## src/rtl/dab_pkg.sv

```systemverilog
// Constants, field layout and types for the dual converter back end
package dab_pkg;

  localparam int DAB_W       = 10;
  localparam int NCH         = 2;
  localparam int PIPE_DEPTH  = 9;
  localparam int BUILT_IN_SELF_CHECK_CYCLES = 512;

  // Register offsets on the configuration port
  localparam logic [7:0] REG_CHAN_SEL = 8'h05;
  localparam logic [7:0] REG_POWER    = 8'h08;
  localparam logic [7:0] REG_TEST     = 8'h0d;
  localparam logic [7:0] REG_BUILT_IN_SELF_CHECK     = 8'h0e;
  localparam logic [7:0] REG_OUT_MODE = 8'h14;
  localparam logic [7:0] REG_BUILT_IN_SELF_CHECK_RES = 8'h24;

  // Field positions
  localparam int OM_FMT_LSB      = 0;
  localparam int OM_OEB_BIT      = 4;
  localparam int OM_DCO_INV_BIT  = 7;
  localparam int BUILT_IN_SELF_CHECK_EN_BIT     = 0;
  localparam int PN_RESTART_BIT_BIT   = 2;
  localparam int RES_PASS_BIT    = 0;
  localparam int RES_BUSY_BIT    = 1;
  localparam int TM_RST_LONG_BIT = 4;
  localparam int TM_RST_SHRT_BIT = 5;

  // Values after reset
  localparam logic [7:0]  CHAN_SEL_RST = 8'h03;
  localparam logic [7:0]  OUT_MODE_RST = 8'h00;
  localparam logic [7:0]  TEST_RST     = 8'h00;
  localparam logic [7:0]  BUILT_IN_SELF_CHECK_RST     = 8'h00;
  localparam logic [1:0]  POWER_RST    = 2'h0;
  localparam logic [15:0] BUILT_IN_SELF_CHECK_SEED    = 16'hffff;
  localparam logic [15:0] CRC_SEED     = 16'hffff;
  localparam logic [22:0] PN_LONG_SEED = 23'h7fffff;
  localparam logic [8:0]  PN_SHRT_SEED = 9'h1ff;

  typedef enum logic [1:0] {FMT_OFFSET = 2'h0, FMT_TWOS = 2'h1, FMT_GRAY = 2'h2} dab_fmt_t;
  typedef enum logic [1:0] {PWR_RUN = 2'h0, PWR_DOWN = 2'h1, PWR_STBY = 2'h2} dab_pwr_t;
  typedef enum logic [3:0] {
    TM_OFF = 4'h0, TM_MID = 4'h1, TM_POS = 4'h2, TM_NEG = 4'h3,
    TM_CHK = 4'h4, TM_PNL = 4'h5, TM_PNS = 4'h6, TM_TGL = 4'h7
  } dab_tm_t;
  typedef enum logic [1:0] {BST_IDLE = 2'b00, BST_RUN = 2'b01, BST_CHECK = 2'b11} dab_bst_t;

endpackage

```

## src/rtl/dab_backend.sv

```systemverilog
// Output formatting, pipeline, output drivers, power modes and self-test of the dual converter
// Contract
// - Power-down from pin or register
// - Power-down three-states every output driver
// - Pin low returns to normal conversion
// - Register standby keeps reference powered
// - Strap selects offset binary or twos
// - Registers select offset, twos or gray
// - Offset and twos differ in MSB
// - Output-disable pin high three-states all
// - Bit 4 three-states one channel
// - Nine sample cycles output latency
// - Outputs update on each sample edge
// - Data valid on data clock edge
// - Self-test drives PN, collects CRC
// - Self-test runs 512 cycles then compares
// - Result bit 0 shows pass
// - Outputs stay connected during self-test
// - Write 0x05 starts self-test, restarts PN
// - Without restart PN continues from last
// - Test mode replaces core, gets formatted
// - Bits 4, 5 reset pattern generators
// - Test patterns advance only on samples
`timescale 1ns/10ps
module dab_backend
  import dab_pkg::*;
#(
  parameter int          W              = DAB_W,
  parameter logic [15:0] BUILT_IN_SELF_CHECK_SIGNATURE = 16'h0000
)(
  input  wire logic                      clock,
  input  wire logic                      sys_rst,
  input  wire logic                      power_down_pin,
  input  wire logic                      output_disable_pin,
  input  wire logic                      format_strap_pin,
  input  wire logic                      serial_mode,
  input  wire logic                      reg_we,
  input  wire logic                      reg_re,
  input  wire logic [7:0]                reg_addr,
  input  wire logic [7:0]                reg_wdata,
  output logic      [7:0]                reg_rdata,
  input  wire logic                      sample_tick,
  input  wire logic [NCH-1:0][W+2:0]     core_sample,
  output logic                           core_accept,
  input  wire logic                      capture_ready,
  output logic      [NCH-1:0][W-1:0]     data_out,
  output logic      [NCH-1:0]            over_range_out,
  output logic      [NCH-1:0]            data_clock_out,
  output logic      [NCH-1:0]            data_oe,
  output logic                           core_enable,
  output logic                           reference_on
);

  localparam int             WW   = NCH * (W + 1);
  localparam logic signed [W+2:0] MAXH = (W+3)'(2**(W+1) - 1);
  localparam logic [9:0]     BLAST = 10'(BUILT_IN_SELF_CHECK_CYCLES - 1);

  logic [2:0]            pin_raw;
  logic [2:0][2:0]       sync_q;
  logic [2:0]            pin_q;
  logic                  pd_pin;
  logic                  oeb_pin;
  logic                  dfs_pin;
  logic                  wr;
  logic [7:0]            chan_sel_q;
  dab_pwr_t              pwr_q;
  logic [7:0]            test_q;
  logic [7:0]            built_in_self_check_q;
  logic [NCH-1:0][7:0]   om_q;
  logic                  pd;
  logic                  stby;
  logic                  adv;
  dab_bst_t              bst_q;
  logic [9:0]            bcnt_q;
  logic [15:0]           bpn_q;
  logic [15:0]           crc_q;
  logic                  pass_q;
  logic                  built_in_self_check_run;
  logic                  built_in_self_check_start;
  logic [22:0]           pnl_q;
  logic [8:0]            pns_q;
  logic                  tgl_q;
  logic [W-1:0]          pat;
  logic [PIPE_DEPTH-1:0] vld_q;
  logic [NCH-1:0][W:0]   src_w;
  logic [NCH-1:0][W:0]   fmt_w;
  logic [NCH-1:0][W:0]   pword;
  logic [1:0][WW-1:0]    mem_q;
  logic                  wp_q;
  logic                  rp_q;
  logic [1:0]            cnt_q;
  logic                  buf_wvalid;
  logic                  buf_wready;
  logic                  buf_rvalid;
  logic                  buf_rready;
  logic                  phase_q;
  logic                  dco_q;
  logic [NCH-1:0]        oe_q;
  logic [7:0]            rd_d;

  function automatic logic [15:0] crc_step(input logic [15:0] c, input logic [WW-1:0] d);
    logic [15:0] r;
    r = c;
    for (int i = WW - 1; i >= 0; i--)
    begin
      r = {r[14:0], 1'b0} ^ ((r[15] ^ d[i]) ? 16'h1021 : 16'h0000);
    end
    return r;
  endfunction

  ////////////////////////////////////////////////////////////////////////////
  // Pin synchronisers; a level counts once stages two and three agree
  assign pin_raw = {format_strap_pin, output_disable_pin, power_down_pin};

  for (genvar i = 0; i < 3; i++)
  begin : g_sync
    always_ff @(posedge clock)
    begin
      if (sys_rst)
      begin
        sync_q[i] <= 3'h0;
        pin_q[i]  <= 1'b0;
      end
      else
      begin
        sync_q[i] <= {sync_q[i][1:0], pin_raw[i]};
        if (sync_q[i][1] == sync_q[i][2])
          pin_q[i] <= sync_q[i][2];
      end
    end
  end

  assign pd_pin  = pin_q[0];
  assign oeb_pin = pin_q[1];
  assign dfs_pin = pin_q[2];

  ////////////////////////////////////////////////////////////////////////////
  // Configuration registers; writes are ignored in strap mode, reads still work
  assign wr = reg_we && serial_mode;

  always_ff @(posedge clock)
  begin
    if (sys_rst)
    begin
      chan_sel_q <= CHAN_SEL_RST;
      pwr_q      <= dab_pwr_t'(POWER_RST);
      test_q     <= TEST_RST;
    end
    else if (wr)
    begin
      if (reg_addr == REG_CHAN_SEL)
        chan_sel_q <= reg_wdata;
      if (reg_addr == REG_POWER)
        pwr_q <= dab_pwr_t'(reg_wdata[1:0]);
      if (reg_addr == REG_TEST)
        test_q <= reg_wdata;
    end
  end

  assign pd          = pd_pin || (serial_mode && pwr_q == PWR_DOWN);
  assign stby        = serial_mode && pwr_q == PWR_STBY;
  assign core_enable = !pd && !stby;
  assign reference_on = !pd;
  // Halting the pipe in low power keeps the last samples rather than flushing garbage
  assign adv         = core_enable && (sample_tick || built_in_self_check_run);

  always_comb
  begin
    rd_d = 8'h00;
    unique case (reg_addr)
      REG_CHAN_SEL: rd_d = chan_sel_q;
      REG_POWER:    rd_d = {6'h00, pwr_q};
      REG_TEST:     rd_d = test_q;
      REG_BUILT_IN_SELF_CHECK:     rd_d = built_in_self_check_q;
      REG_OUT_MODE: rd_d = chan_sel_q[0] ? om_q[0] : om_q[1];
      REG_BUILT_IN_SELF_CHECK_RES: rd_d = {6'h00, bst_q != BST_IDLE, pass_q};
      default:      rd_d = 8'h00;
    endcase
  end

  always_ff @(posedge clock)
  begin
    if (sys_rst)
      reg_rdata <= 8'h00;
    else if (reg_re)
      reg_rdata <= rd_d;
  end

  ////////////////////////////////////////////////////////////////////////////
  // Self-test sequencer
  assign built_in_self_check_start = wr && reg_addr == REG_BUILT_IN_SELF_CHECK && reg_wdata[BUILT_IN_SELF_CHECK_EN_BIT] && bst_q == BST_IDLE;
  assign built_in_self_check_run   = bst_q == BST_RUN;

  always_ff @(posedge clock)
  begin
    if (sys_rst)
    begin
      bst_q  <= BST_IDLE;
      bcnt_q <= 10'h000;
      crc_q  <= CRC_SEED;
      pass_q <= 1'b0;
      built_in_self_check_q <= BUILT_IN_SELF_CHECK_RST;
    end
    else
    begin
      if (wr && reg_addr == REG_BUILT_IN_SELF_CHECK)
        built_in_self_check_q <= reg_wdata;
      unique case (bst_q)
        BST_IDLE:
          if (built_in_self_check_start)
          begin
            bst_q  <= BST_RUN;
            bcnt_q <= 10'h000;
            crc_q  <= CRC_SEED;
            pass_q <= 1'b0;
          end
        BST_RUN:
        begin
          bcnt_q <= bcnt_q + 10'h001;
          crc_q  <= crc_step(crc_q, pword);
          if (bcnt_q == BLAST)
            bst_q <= BST_CHECK;
        end
        BST_CHECK:
        begin
          pass_q <= crc_q == BUILT_IN_SELF_CHECK_SIGNATURE;
          bst_q  <= BST_IDLE;
          if (!(wr && reg_addr == REG_BUILT_IN_SELF_CHECK))
            built_in_self_check_q[BUILT_IN_SELF_CHECK_EN_BIT] <= 1'b0;
        end
        default:
          bst_q <= BST_IDLE;
      endcase
    end
  end

  // Self-test source; it resumes from its last state unless restarted
  always_ff @(posedge clock)
  begin
    if (sys_rst)
      bpn_q <= BUILT_IN_SELF_CHECK_SEED;
    else if (built_in_self_check_start && reg_wdata[PN_RESTART_BIT_BIT])
      bpn_q <= BUILT_IN_SELF_CHECK_SEED;
    else if (built_in_self_check_run && core_enable)
      bpn_q <= {bpn_q[14:0], bpn_q[15] ^ bpn_q[13] ^ bpn_q[12] ^ bpn_q[10]};
  end

  ////////////////////////////////////////////////////////////////////////////
  // Output test patterns
  always_ff @(posedge clock)
  begin
    if (sys_rst)
    begin
      pnl_q <= PN_LONG_SEED;
      pns_q <= PN_SHRT_SEED;
      tgl_q <= 1'b0;
    end
    else
    begin
      if (test_q[TM_RST_LONG_BIT])
        pnl_q <= PN_LONG_SEED;
      else if (sample_tick && core_enable)
        pnl_q <= {pnl_q[21:0], pnl_q[22] ^ pnl_q[17]};
      if (test_q[TM_RST_SHRT_BIT])
        pns_q <= PN_SHRT_SEED;
      else if (sample_tick && core_enable)
        pns_q <= {pns_q[7:0], pns_q[8] ^ pns_q[4]};
      if (sample_tick && core_enable)
        tgl_q <= !tgl_q;
    end
  end

  always_comb
  begin
    pat = '0;
    unique case (dab_tm_t'(test_q[3:0]))
      TM_MID:  pat = {1'b1, {(W-1){1'b0}}};
      TM_POS:  pat = '1;
      TM_NEG:  pat = '0;
      TM_CHK:  pat = {(W/2){tgl_q, !tgl_q}};
      TM_PNL:  pat = pnl_q[W-1:0];
      TM_PNS:  pat = pns_q[W-1:0];
      TM_TGL:  pat = {W{tgl_q}};
      default: pat = '0;
    endcase
  end

  ////////////////////////////////////////////////////////////////////////////
  // Per-channel source, clamp, format and pipeline
  for (genvar c = 0; c < NCH; c++)
  begin : g_ch
    logic signed [W+2:0]          hv;
    dab_fmt_t                     fmt;
    logic [PIPE_DEPTH-1:0][W:0]   pipe_q;

    assign hv = $signed(core_sample[c]);

    always_comb
    begin
      if (built_in_self_check_run)
        src_w[c] = {1'b0, bpn_q[W-1:0]};
      else if (test_q[3:0] != TM_OFF)
        src_w[c] = {1'b0, pat};
      else if (hv < 0)
        src_w[c] = {1'b1, {W{1'b0}}};
      else if (hv > MAXH)
        src_w[c] = {1'b1, {W{1'b1}}};
      else
        src_w[c] = {1'b0, hv[W:1]};
    end

    assign fmt = serial_mode ? dab_fmt_t'(om_q[c][OM_FMT_LSB +: 2])
                             : (dfs_pin ? FMT_TWOS : FMT_OFFSET);

    always_comb
    begin
      fmt_w[c] = src_w[c];
      unique case (fmt)
        FMT_TWOS: fmt_w[c][W-1] = !src_w[c][W-1];
        FMT_GRAY: fmt_w[c][W-1:0] = src_w[c][W-1:0] ^ (src_w[c][W-1:0] >> 1);
        default:  fmt_w[c] = src_w[c];
      endcase
    end

    always_ff @(posedge clock)
    begin
      if (sys_rst)
        pipe_q <= '0;
      else if (adv)
        pipe_q <= {pipe_q[PIPE_DEPTH-2:0], fmt_w[c]};
    end

    assign pword[c] = pipe_q[PIPE_DEPTH-1];

    always_ff @(posedge clock)
    begin
      if (sys_rst)
        om_q[c] <= OUT_MODE_RST;
      else if (wr && reg_addr == REG_OUT_MODE && chan_sel_q[c])
        om_q[c] <= reg_wdata;
    end

    always_ff @(posedge clock)
    begin
      if (sys_rst)
        oe_q[c] <= 1'b0;
      else
        oe_q[c] <= !pd && !stby && !oeb_pin && !(serial_mode && om_q[c][OM_OEB_BIT]);
    end

    assign data_clock_out[c] = dco_q ^ om_q[c][OM_DCO_INV_BIT];
  end

  assign data_oe = oe_q;

  always_ff @(posedge clock)
  begin
    if (sys_rst)
      vld_q <= '0;
    else if (adv)
      vld_q <= {vld_q[PIPE_DEPTH-2:0], 1'b1};
  end

  ////////////////////////////////////////////////////////////////////////////
  // Two-entry output buffer; a full buffer drops the word and shows it on core_accept
  assign buf_wvalid  = adv && vld_q[PIPE_DEPTH-1];
  assign buf_wready  = cnt_q != 2'h2;
  assign buf_rvalid  = cnt_q != 2'h0;
  assign buf_rready  = !phase_q && capture_ready;
  assign core_accept = buf_wready;

  always_ff @(posedge clock)
  begin
    if (sys_rst)
    begin
      wp_q  <= 1'b0;
      rp_q  <= 1'b0;
      cnt_q <= 2'h0;
      mem_q <= '0;
    end
    else
    begin
      if (buf_wvalid && buf_wready)
      begin
        mem_q[wp_q] <= pword;
        wp_q        <= !wp_q;
      end
      if (buf_rvalid && buf_rready)
        rp_q <= !rp_q;
      cnt_q <= cnt_q + 2'(buf_wvalid && buf_wready) - 2'(buf_rvalid && buf_rready);
    end
  end

  // Data changes with the clock low so the rising edge sits mid-word
  always_ff @(posedge clock)
  begin
    if (sys_rst)
    begin
      phase_q        <= 1'b0;
      dco_q          <= 1'b0;
      data_out       <= '0;
      over_range_out <= '0;
    end
    else if (buf_rvalid && buf_rready)
    begin
      phase_q <= 1'b1;
      dco_q   <= 1'b0;
      for (int c = 0; c < NCH; c++)
      begin
        data_out[c]       <= mem_q[rp_q][c*(W+1) +: W];
        over_range_out[c] <= mem_q[rp_q][c*(W+1) + W];
      end
    end
    else if (phase_q)
    begin
      phase_q <= 1'b0;
      dco_q   <= 1'b1;
    end
  end

  // Counts back-to-back advances so the latency check needs no long repetition
  logic [3:0] adv_run_q;
  always_ff @(posedge clock)
  begin
    if (sys_rst || !adv)
      adv_run_q <= 4'h0;
    else if (adv_run_q != 4'hf)
      adv_run_q <= adv_run_q + 4'h1;
  end

  logic [9:0] run_len_q;
  always_ff @(posedge clock)
  begin
    if (sys_rst || built_in_self_check_start)
      run_len_q <= 10'h000;
    else if (built_in_self_check_run)
      run_len_q <= run_len_q + 10'h001;
  end
endmodule

```

## config.mk

```make
export PLATFORM = sky130hd
export DESIGN_NAME = dab_backend
export DESIGN_NICKNAME = d
export VERILOG_FILES = /design/src/rtl/dab_pkg.sv /design/src/rtl/dab_backend.sv
export SDC_FILE = /design/constraint.sdc
export NUM_CORES = 1
export LEC_CHECK = 0
export ABC_AREA = 1
export ABC_CLOCK_PERIOD_IN_PS = 2400
export BUFFER_PORTS_ARGS = -buffer_cell sky130_fd_sc_hd__buf_2
export CAP_MARGIN = 20
export CORE_MARGIN = 1
export CORE_UTILIZATION = 63
export CTS_BUF_LIST = sky130_fd_sc_hd__clkbuf_2 sky130_fd_sc_hd__clkbuf_4 sky130_fd_sc_hd__clkbuf_8
export DETAILED_ROUTE_END_ITERATION = 10
export GPL_TIMING_DRIVEN = 0
export PLACE_DENSITY = 0.82
export REMOVE_ABC_BUFFERS = 1
export SLEW_MARGIN = 10
export SYNTH_ARGS = -nofsm -noshare
export SYNTH_HDL_FRONTEND = slang
export SYNTH_SLANG_ARGS = --single-unit
```

## constraint.sdc

```tcl
create_clock -name clock -period 2.4 [get_ports clock]
set_input_delay 0.12 -clock clock [delete_from_list [all_inputs] [get_ports clock]]
set_output_delay 0.12 -clock clock [all_outputs]
set_load 0.03 [all_outputs]
```

==> reports/metrics.cfg, run 1 <==
[outcome]
status=finished clean

[global_route]
use_met3_pct=4.940
met1_usage_pct=39.47
grt_max_degree=157
top_usage_layer=met2
overflow=0
grt_use_met2_pct=49.60
grt_pass1_vias=14660
antenna_found_initial=0
grt_usage_pct=29.91
grt_pass1_wl_mm=69.52

[route]
dr.first_iter.drc_count=1574
wl_mm=43.22
viasPerCell=5.613
drt_pass1_iterations=8
drc_errors=0
wl_per_cell_um=15.26
ant_nets=0
vias=15900

[placed_design]
globalplace.congestion=0.8898
placed_area_sq_um=17660
hpwl_mm=24.44
portBuffers=86

[yosys]
async_flop_share_pct=0
synth_cells=2358
netlist_top_cells_area=dfxtp_1, o21ai_0, nor2_1
synth-main-ff-cell=dfxtp_1
yosysTopAreaCell=dfxtp_1
synth.yosys.seq_area_share_pct=48.96
synthesis.area_sq_um=17210
synth_cell_types=42
synth_top_area_share_pct=48.96
synth.most_common_cell=nor2_1
yosys_warnings=0
synthTopCellsByCount=nor2_1, dfxtp_1, o21ai_0
ys_ff_latch=421
synth_edf_count=0
avgSynthCellArea_sq_um=7.300

[power]
p_clk_share_pct=39.5
switching_share_pct=27.50
pwr-share-comb_pct=12.9
power_frac_seq_pct=47.6
power.density_nw_per_um2=803.8
leakage_nw=8.932
vdd_drop_max_mv=0.5064
p_int_mw=11.55
switching_power_mw=4.380

[critical_path]
arrival_ps=2830
crit_fanout=22
rr_startpoint=pwr_q[1]
critical_path_class=flip-flop to flip-flop
startpoint_type=flip-flop
critPathLaunch=pwr_q[1]
worstPathRequired_ps=2870
endpoint_kind=flip-flop
reg2reg_slack_ps=40

[cells_and_area]
design_area_sq_um=19820
nNetsFinal=2501
drive_gt1_share_pct=11.56
diodes=0
synthToLayoutAreaGrowth_pct=15.11

[timing]
min_period_ps=2360
hold_viol_final=0
final_max_slew_viol_count=0
fin_skew_ps=47.48
maxSlewHeadroom_pct=42.81
setup-violations-final=0
tightest_slew_ps=857.0
clock.fmax_ghz=0.4238
setup_tns_ps=0
rsz0062_at_grt=yes
post-route-period-util_pct=98.31

[floorplanning]
die_h_um=167.3
initial_core_util_pct=64.05
die_w_um=167.3
num_rows=60
core_area_sq_um=26880
dieArea_sq_um=27990
io_pins=89

[clocking]
cts_tree=built
htree_levels=3
clock_latency_ps=590
clockRootBuffer=clkbuf_8
clockBufferDepth=3
path_clk_slew_ps=70
clock_sinks=421
cts_buffers=68

[job]
cap_viol_max_count=0

[min_path]
min_path_type=input pin to flip-flop
min_from=sample_tick

[cells in the final DEF, fill, tap and decap left out, types with 6 or more instances in the layout]
cell type      instances
nand2_1              340
a211oi_1               9
clkbuf_8              79
buf_2                 86
nor3_1                15
a21oi_2               10
nor2_1               478
o21ai_1               15
inv_1                180
clkinv_2               6
dlygate4sd3_1         20
nand3b_1               6
nand3_1              132
nand2_2                6
buf_16                 8
xnor2_1               18
o22ai_1               11
dfxtp_1              417
clkbuf_4              23
nand2_4                6
a21oi_1              114
o211ai_1              24
o21ai_0              377
xor2_1                17
buf_4                 14
[cell type report]
| class | count | area [sq um] |
|---|---|---|
| sequential | 421 | 8433 |
| multi-input combinational | 1630 | 7706 |
| fill | 2076 | 7061 |
| clock buffer | 102 | 1260 |
| timing repair buffer | 134 | 1097 |
| inverter | 188 | 740.7 |
| tap | 341 | 426.7 |
| clock inverter | 13 | 127.6 |
| timing repair inverter | 3 | 23.77 |
[sequential cells by signal, summed over array words and instances (netlist names), 10 cells and up]
| signal | flops |
|---|---|
| g_ch.pipe_q | 198 |
| mem_q | 44 |
| bcnt_q | 10 |
| om_q | 16 |
| pnl_q | 23 |
| bpn_q | 16 |
| crc_q | 16 |
| data_out | 20 |
[worst max-delay path: stages, from the launching register on]
cell     delay [ps]
dfxtp_2         360
inv_1            70
nand3_1          90
nand2_2          90
a31oi_4         170
buf_12          160
nand2_8         120
nand2_8         150
buf_4           190
nand3_2         470
a21oi_1         320
[power groups by stage]
stage | Combinational, mW | Clock, mW | Sequential, mW
6_report | 2.05 | 6.29 | 7.58
5_1_grt | 2.31 | 6.68 | 7.62
4_1_cts | 1.95 | 6.34 | 7.57
3_5_place_dp | 1.84 | 0 | 7.72
3_3_place_gp | 1.85 | 0 | 7.71
2_1_floorplan | 1.29 | 0 | 7.76
[routing by layer]
metal	part of all wire, %	vias up	wire length (um)
met2	46	497	19930
met3	5.7	77	2447
met1	46	7457	19810
met4	2.4	0	1035
met5	0	-	0
li1	-	7864	-
[stage by stage]
stage	power (mW)	setup WS, ps	cells	util [%]	hold WS [ps]
finish	15.93	40.44	2832	73.73	40.20
global route	16.61	-106.5	2832	73.73	48.13
CTS	15.87	-29.08	2814	72.80	14.16
detailed placement	9.560	-1471	2663	65.70	330.5
global placement	9.557	-7802	2659	65.20	330.1
floorplan	9.048	-3089	2232	-	189.1
[what timing repair did]
action / 4_1_cts / 5_1_grt
setup endpoints to repair: 275 / 214
buffers inserted: 6 / 8
endpoints found under the hold margin: 55 / 0
gates cloned: 10 / 6
resized for setup: 15 / 24
hold buffers: 20 / 0
pin swaps: 3 / 6
[worst paths after layout]
kind          endpoint  cells after the start
max          mem_q[19]                     10
min          pnl_q[10]                      4
max reg2reg  mem_q[19]                     10
min reg2reg  sync_q[7]                      2
[cell families after synthesis]
logic type,share of synthesized area [%]
AOI/OAI and AO/OA,17.65
buffers and inverters,7.283
DFF,48.96
xor gates and xnor gates,1.883
and+or+nand+nor,24.01
adders and majority gates,0.2181
(Power assumes the default switching activity.)
==> run 2: changes to the inputs <==
- CORE_UTILIZATION: 63 -> 61
- CTS_BUF_LIST: sky130_fd_sc_hd__clkbuf_2 sky130_fd_sc_hd__clkbuf_4 sky130_fd_sc_hd__clkbuf_8 -> sky130_fd_sc_hd__clkbuf_4 sky130_fd_sc_hd__clkbuf_8 sky130_fd_sc_hd__clkbuf_16
- PLACE_DENSITY: 0.82 -> 0.79
==> run 2 against run 1 <==
Effect of this change: critical path depth grew 5; sequential share of layout area shrank 0.23 points; design area up 0.54%; critical endpoint is now cnt_q[1]; largest cell class unchanged; largest power group unchanged; highest routed layer unchanged.
==> reports/metrics.cfg, run 2 (synthesized netlist as in run 1, its figures left out) <==
[floorplanning]
initial_core_util_pct=61.96  ; -2.1 points
die_w_um=170.0  ; +1.6%
dieArea_sq_um=28890  ; +3.2%
die_h_um=170.0  ; +1.6%
core_area_sq_um=27780  ; +3.4%
io_pins=89  ; unchanged
num_rows=61  ; +1.7%

[cells_and_area]
reg.largest.list=g_ch.pipe_q x198, mem_q x44, pnl_q x23
layout_common_cells=nor2_1, dfxtp_1, o21ai_0
max_flop_register=g_ch.pipe_q
post-route-util_pct=71.71  ; -2.0 points
drive_gt1_share_pct=10.49  ; -1.1 points
layout_commonest_cell=nor2_1
synthToLayoutAreaGrowth_pct=15.74
diodes=0  ; unchanged
largest_register_ffs=198  ; unchanged
nNetsFinal=2473  ; -1.1%

[critical_path]
critPathLaunch=pwr_q[1]
worstPathRequired_ps=2830  ; -40 ps
worst_path_largest_cell_delay_ps=360  ; -110 ps
endpoint_kind=flip-flop
cp_common_cell=nand2_8
crit_fanout=7  ; -68%
reg2reg_slack_ps=80  ; +40 ps
critPathCapture=cnt_q[1]
crit_chain=inv_1 -> nand3_1 -> nand2_2 -> a31oi_4 -> buf_12 -> nand2_8 -> nand2_8 -> buf_12 -> nand2_8 -> ha_4 -> inv_1 -> ha_1 -> xor2_1 -> o21ai_1 -> a21oi_1
critical_path_class=flip-flop to flip-flop
arrival_ps=2760  ; -70 ps
reg2reg_depth=15  ; +5
cpMaxStageDelayCell=dfxtp_4
startpoint_type=flip-flop
rr_startpoint=pwr_q[1]
r2r-end=cnt_q[1]

[power]
leakage_nw=8.896  ; -0.40%
power.density_nw_per_um2=822.4  ; +2.3%
vdd_drop_max_mv=0.6304  ; +24%

[placed_design]
hpwl_mm=24.69  ; +1.0%
globalplace.congestion=0.9332  ; +4.9%
dp_slack_ps=-1382  ; +88.19 ps
portBuffers=86  ; unchanged

[clocking]
path_clk_slew_ps=60  ; about the same
cts_buffers=43  ; -37%
clockRootBuffer=clkbuf_16
clockBufferDepth=3  ; unchanged
clock_latency_ps=550  ; -40 ps
clock_sinks=421  ; unchanged
htree_levels=2  ; -1
cts_tree=built

[timing]
maxSlewHeadroom_pct=30.21  ; -13 points
tightest_slew_ps=1045  ; +187.7 ps
final_max_slew_viol_count=0  ; unchanged
setup_tns_ps=0  ; unchanged
post-route-period-util_pct=96.83  ; -1.5 points
hold_viol_final=0  ; unchanged
rsz0062_at_grt=yes
setup_slack_ps=76.07  ; +35.63 ps
setup-violations-final=0  ; unchanged
fin_skew_ps=9.609  ; -37.87 ps
min_period_ps=2324  ; -35.63 ps
clock.fmax_ghz=0.4303  ; +1.5%

[outcome]
status=finished clean

[route]
wl_per_cell_um=15.17  ; -0.62%
drt_pass1_iterations=6  ; -2
wl_mm=42.87  ; -0.79%
viasPerCell=5.517  ; -1.7%
drc_errors=0  ; unchanged
vias=15600  ; -1.9%
dr.first_iter.drc_count=1452  ; -7.8%
ant_nets=0  ; unchanged

[global_route]
grt_usage_pct=29.10  ; -0.81 points
overflow=0  ; unchanged
grt_pass1_wl_mm=68.70  ; -1.2%
grt_pass1_vias=14160  ; -3.4%
antenna_found_initial=0  ; unchanged
grt_max_degree=165  ; +5.1%

[min_path]
min_path_type=input pin to flip-flop

[job]
cap_viol_max_count=0  ; unchanged

==> run 2: layout make-up <==
class	instances	area, sq um
repair buffers	133	1064
well taps	378	473.0
clock inverters	10	116.4
fillers	2335	7859
multi-input cells	1630	7762
repair inverters	1	7.507
clock buffers	66	1336
inverters	188	730.7
flip-flops and latches	421	8433
==> run 2: worst max-delay path, delay by kind of cell, from the launching register on <==
kind	cells	cell delay (ps)
simple gates	5	440
buf+inv	4	380
flops	1	360
xor+xnor	1	170
compound gates	3	340
fa+ha+maj	2	480
==> run 2: what timing repair did <==
| action | 4_1_cts | 5_1_grt |
|---|---|---|
| hold buffers | 17 | 0 |
| endpoints found under the hold margin | 54 | 0 |
| buffers inserted | 12 | 6 |
| endpoints found under the setup margin | 273 | 118 |
| gates cloned | 10 | 2 |
| pin swaps | 4 | 5 |
| gates resized for setup | 22 | 26 |
==> run 2: metal layers <==
metal	vias up	part of all wire [%]	GRT usage [%]
li1	7815	-	-
met1	7250	45	38.96
met2	449	47	48.91
met3	82	6.0	4.093
met4	0	2.4	8.147
met5	-	0	0
==> run 2: how the worst min path moves through the flow <==
stage,depth (start not counted),startpoint,to
final,4,reg_we,pwr_q[1]
after global routing,4,sample_tick,pnl_q[6]
after CTS,3,core_sample[24],g_ch[1].pipe_q[10]
after detailed placement,3,power_down_pin,sync_q[0]
after global placement,3,power_down_pin,sync_q[0]
after floorplan,1,sys_rst,built_in_self_check_q[0]
==> run 2: report_power, final <==
| part | switching, mW | leakage [nW] | internal (mW) | total (mW) |
|---|---|---|---|---|
| Sequential | 0.205 | 3.45 | 7.37 | 7.58 |
| Clock | 2.77 | 0.722 | 3.97 | 6.74 |
| Combinational | 1.38 | 4.72 | 0.687 | 2.06 |
| Total | 4.35 | 8.90 | 12.0 | 16.4 |
==> run 2: stage by stage <==
| step | instance area, sq um | std cells | total power, mW | hold WS, ps |
|---|---|---|---|---|
| global route | 19920 | 2827 | 17.07 | 52.09 |
| detailed placement | 17710 | 2701 | 9.572 | 332.2 |
| finish | 19920 | 2827 | 16.38 | 26.99 |
| CTS | 19710 | 2816 | 16.34 | 15.88 |
| global placement | 17570 | 2696 | 9.577 | 327.2 |
| floorplan | 16670 | 2232 | 9.048 | 189.1 |
==> run 3: changes to the inputs <==
- CORE_MARGIN: 1 -> 1.5
==> run 3 against run 2 <==
Effect of this change: sequential power barely moved; worst setup slack got worse by 37 ps; routed wire length fell by 0.88%; worst hold slack improved by 26 ps; largest power group unchanged.
==> reports/metrics.cfg, run 3 (synthesized netlist as in run 1, its figures left out) <==
[min_path]
min_path_type=input pin to flip-flop

[route]
drt_pass1_iterations=5  ; -1
ant_nets=0  ; unchanged
vias=15530  ; -0.41%
viasPerCell=5.496  ; -0.38%
wl_mm=42.50  ; -0.88%
dr.first_iter.drc_count=1420  ; -2.2%
drc_errors=0  ; unchanged
wl_per_cell_um=15.04  ; -0.85%

[critical_path]
startpoint_type=flip-flop
cpMaxStageDelayCell=o21ai_0
arrival_ps=2760  ; about the same
worst_path_largest_cell_delay_ps=550  ; +190 ps
endpoint_kind=flip-flop
crit_fanout=70  ; +63
crit_chain=inv_1 -> nand3_1 -> nand2_2 -> a31oi_4 -> buf_12 -> nand2_8 -> nand2_8 -> buf_16 -> inv_12 -> o21ai_0 -> a21oi_1
critical_path_class=flip-flop to flip-flop
worstPathRequired_ps=2800  ; -30 ps
cp_common_cell=nand2_8

[timing]
tightest_slew_ps=872.8  ; -171.9 ps
post-route-period-util_pct=98.36  ; +1.5 points
maxSlewHeadroom_pct=41.75  ; +12 points
hold_slack_ps=53.24  ; +26.26 ps
rsz0062_at_grt=yes
fin_skew_ps=8.113  ; -1.495 ps
min_period_ps=2361  ; +36.61 ps
clock.fmax_ghz=0.4236  ; -1.6%
setup_slack_ps=39.47  ; -36.61 ps
setup-violations-final=0  ; unchanged
hold_viol_final=0  ; unchanged
setup_tns_ps=0  ; unchanged
final_max_slew_viol_count=0  ; unchanged

[floorplanning]
num_rows=61  ; unchanged
core_area_sq_um=27780  ; unchanged
io_pins=89  ; unchanged
dieArea_sq_um=29240  ; +1.2%
die_w_um=171.0  ; +0.59%
initial_core_util_pct=61.96  ; unchanged
die_h_um=171.0  ; +0.59%

[global_route]
grt_pass1_vias=14050  ; -0.76%
grt_max_degree=163  ; -1.2%
grt_pass1_wl_mm=67.59  ; -1.6%
overflow=0  ; unchanged
antenna_found_initial=0  ; unchanged
grt_usage_pct=28.27  ; -0.83 points

[outcome]
status=finished clean

[clocking]
cts_buffers=42  ; -2.3%
clockRootBuffer=clkbuf_16
htree_levels=2  ; unchanged
cts_tree=built
path_clk_slew_ps=60  ; about the same
clockBufferDepth=3  ; unchanged
clock_sinks=421  ; unchanged
clock_latency_ps=540  ; about the same

[cells_and_area]
multi_input_area_sq_um=7725  ; -0.48%
layout_commonest_cell=nor2_1
nNetsFinal=2474  ; +0.040%
seq_area_sq_um=8432  ; about the same
synthToLayoutAreaGrowth_pct=15.78  ; about the same
layout_common_cells=nor2_1, dfxtp_1, o21ai_0
fillCellCount=2286  ; -2.1%
max_flop_register=g_ch.pipe_q
drive_gt1_share_pct=10.09  ; -0.40 points
diodes=0  ; unchanged
reg.largest.list=g_ch.pipe_q x198, mem_q x44, pnl_q x23
design_area_sq_um=19930  ; about the same
largest_register_ffs=198  ; unchanged

[placed_design]
dp_slack_ps=-1263  ; +119.5 ps
globalplace.congestion=0.9206  ; -1.4%
placed_area_sq_um=17710  ; unchanged
hpwl_mm=24.23  ; -1.9%
portBuffers=86  ; unchanged

[power]
vdd_drop_max_mv=0.5540  ; -12%
p_total_mw=16.48  ; +0.57%
power.density_nw_per_um2=826.8  ; +0.53%
leakage_nw=8.935  ; +0.44%

[job]
cap_viol_max_count=0  ; unchanged

-- run 3: routing by layer --
layer	GRT usage [%]	wire, um
met5	0	0
met4	8.810	1002
met3	4.094	2291
met2	46.25	19700
met1	38.57	19500
-- run 3: what timing repair did --
action                                 in CTS  in global routing
setup buffers                               5                 13
pin swaps                                   3                  2
endpoints found under the hold margin      52                  0
setup endpoints to repair                 273                131
gates resized for setup                    10                 20
gates cloned                                8                  4
hold buffers                               17                  0
-- run 3: final cells by class --
cell class,instances,area share (%)
multi-input combinational,1630,38.76
sequential,421,42.31
tap,378,2.373
inverter,188,3.629
clock inverter,10,0.9731
clock buffer,63,6.410
timing repair buffer,136,5.550
-- run 3: worst paths after layout --
kind	end	cells past startpoint	startpoint	slack, ps
setup / recovery	g_ch[0].pipe_q[89]	11	pwr_q[1]	40
hold / removal	g_ch[1].pipe_q[10]	3	core_sample[24]	50
hold reg to reg	sync_q[4]	2	sync_q[3]	410
setup reg to reg	g_ch[0].pipe_q[89]	11	pwr_q[1]	40
-- run 3: report_power, final --
part / switching [mW] / leakage [nW] / total [mW] / internal, mW
sequential: 0.205 / 3.45 / 7.58 / 7.37
combinational: 1.38 / 4.75 / 2.07 / 0.687
clock: 2.70 / 0.737 / 6.83 / 4.13
-- run 3: worst max-delay path: cells and delay by family (launching register included) --
kind | cells | cell delay [ps]
AO/OA/AOI/OAI | 3 | 790
flip-flops | 1 | 360
buffers and inverters | 4 | 540
AND/OR/NAND/NOR | 4 | 450
-- run 3: through the flow --
step | util, % | cells
detailed placement | 63.75 | 2701
global placement | 63.24 | 2696
floorplan | - | 2232
finish | 71.74 | 2826
CTS | 70.61 | 2804
global route | 71.74 | 2826
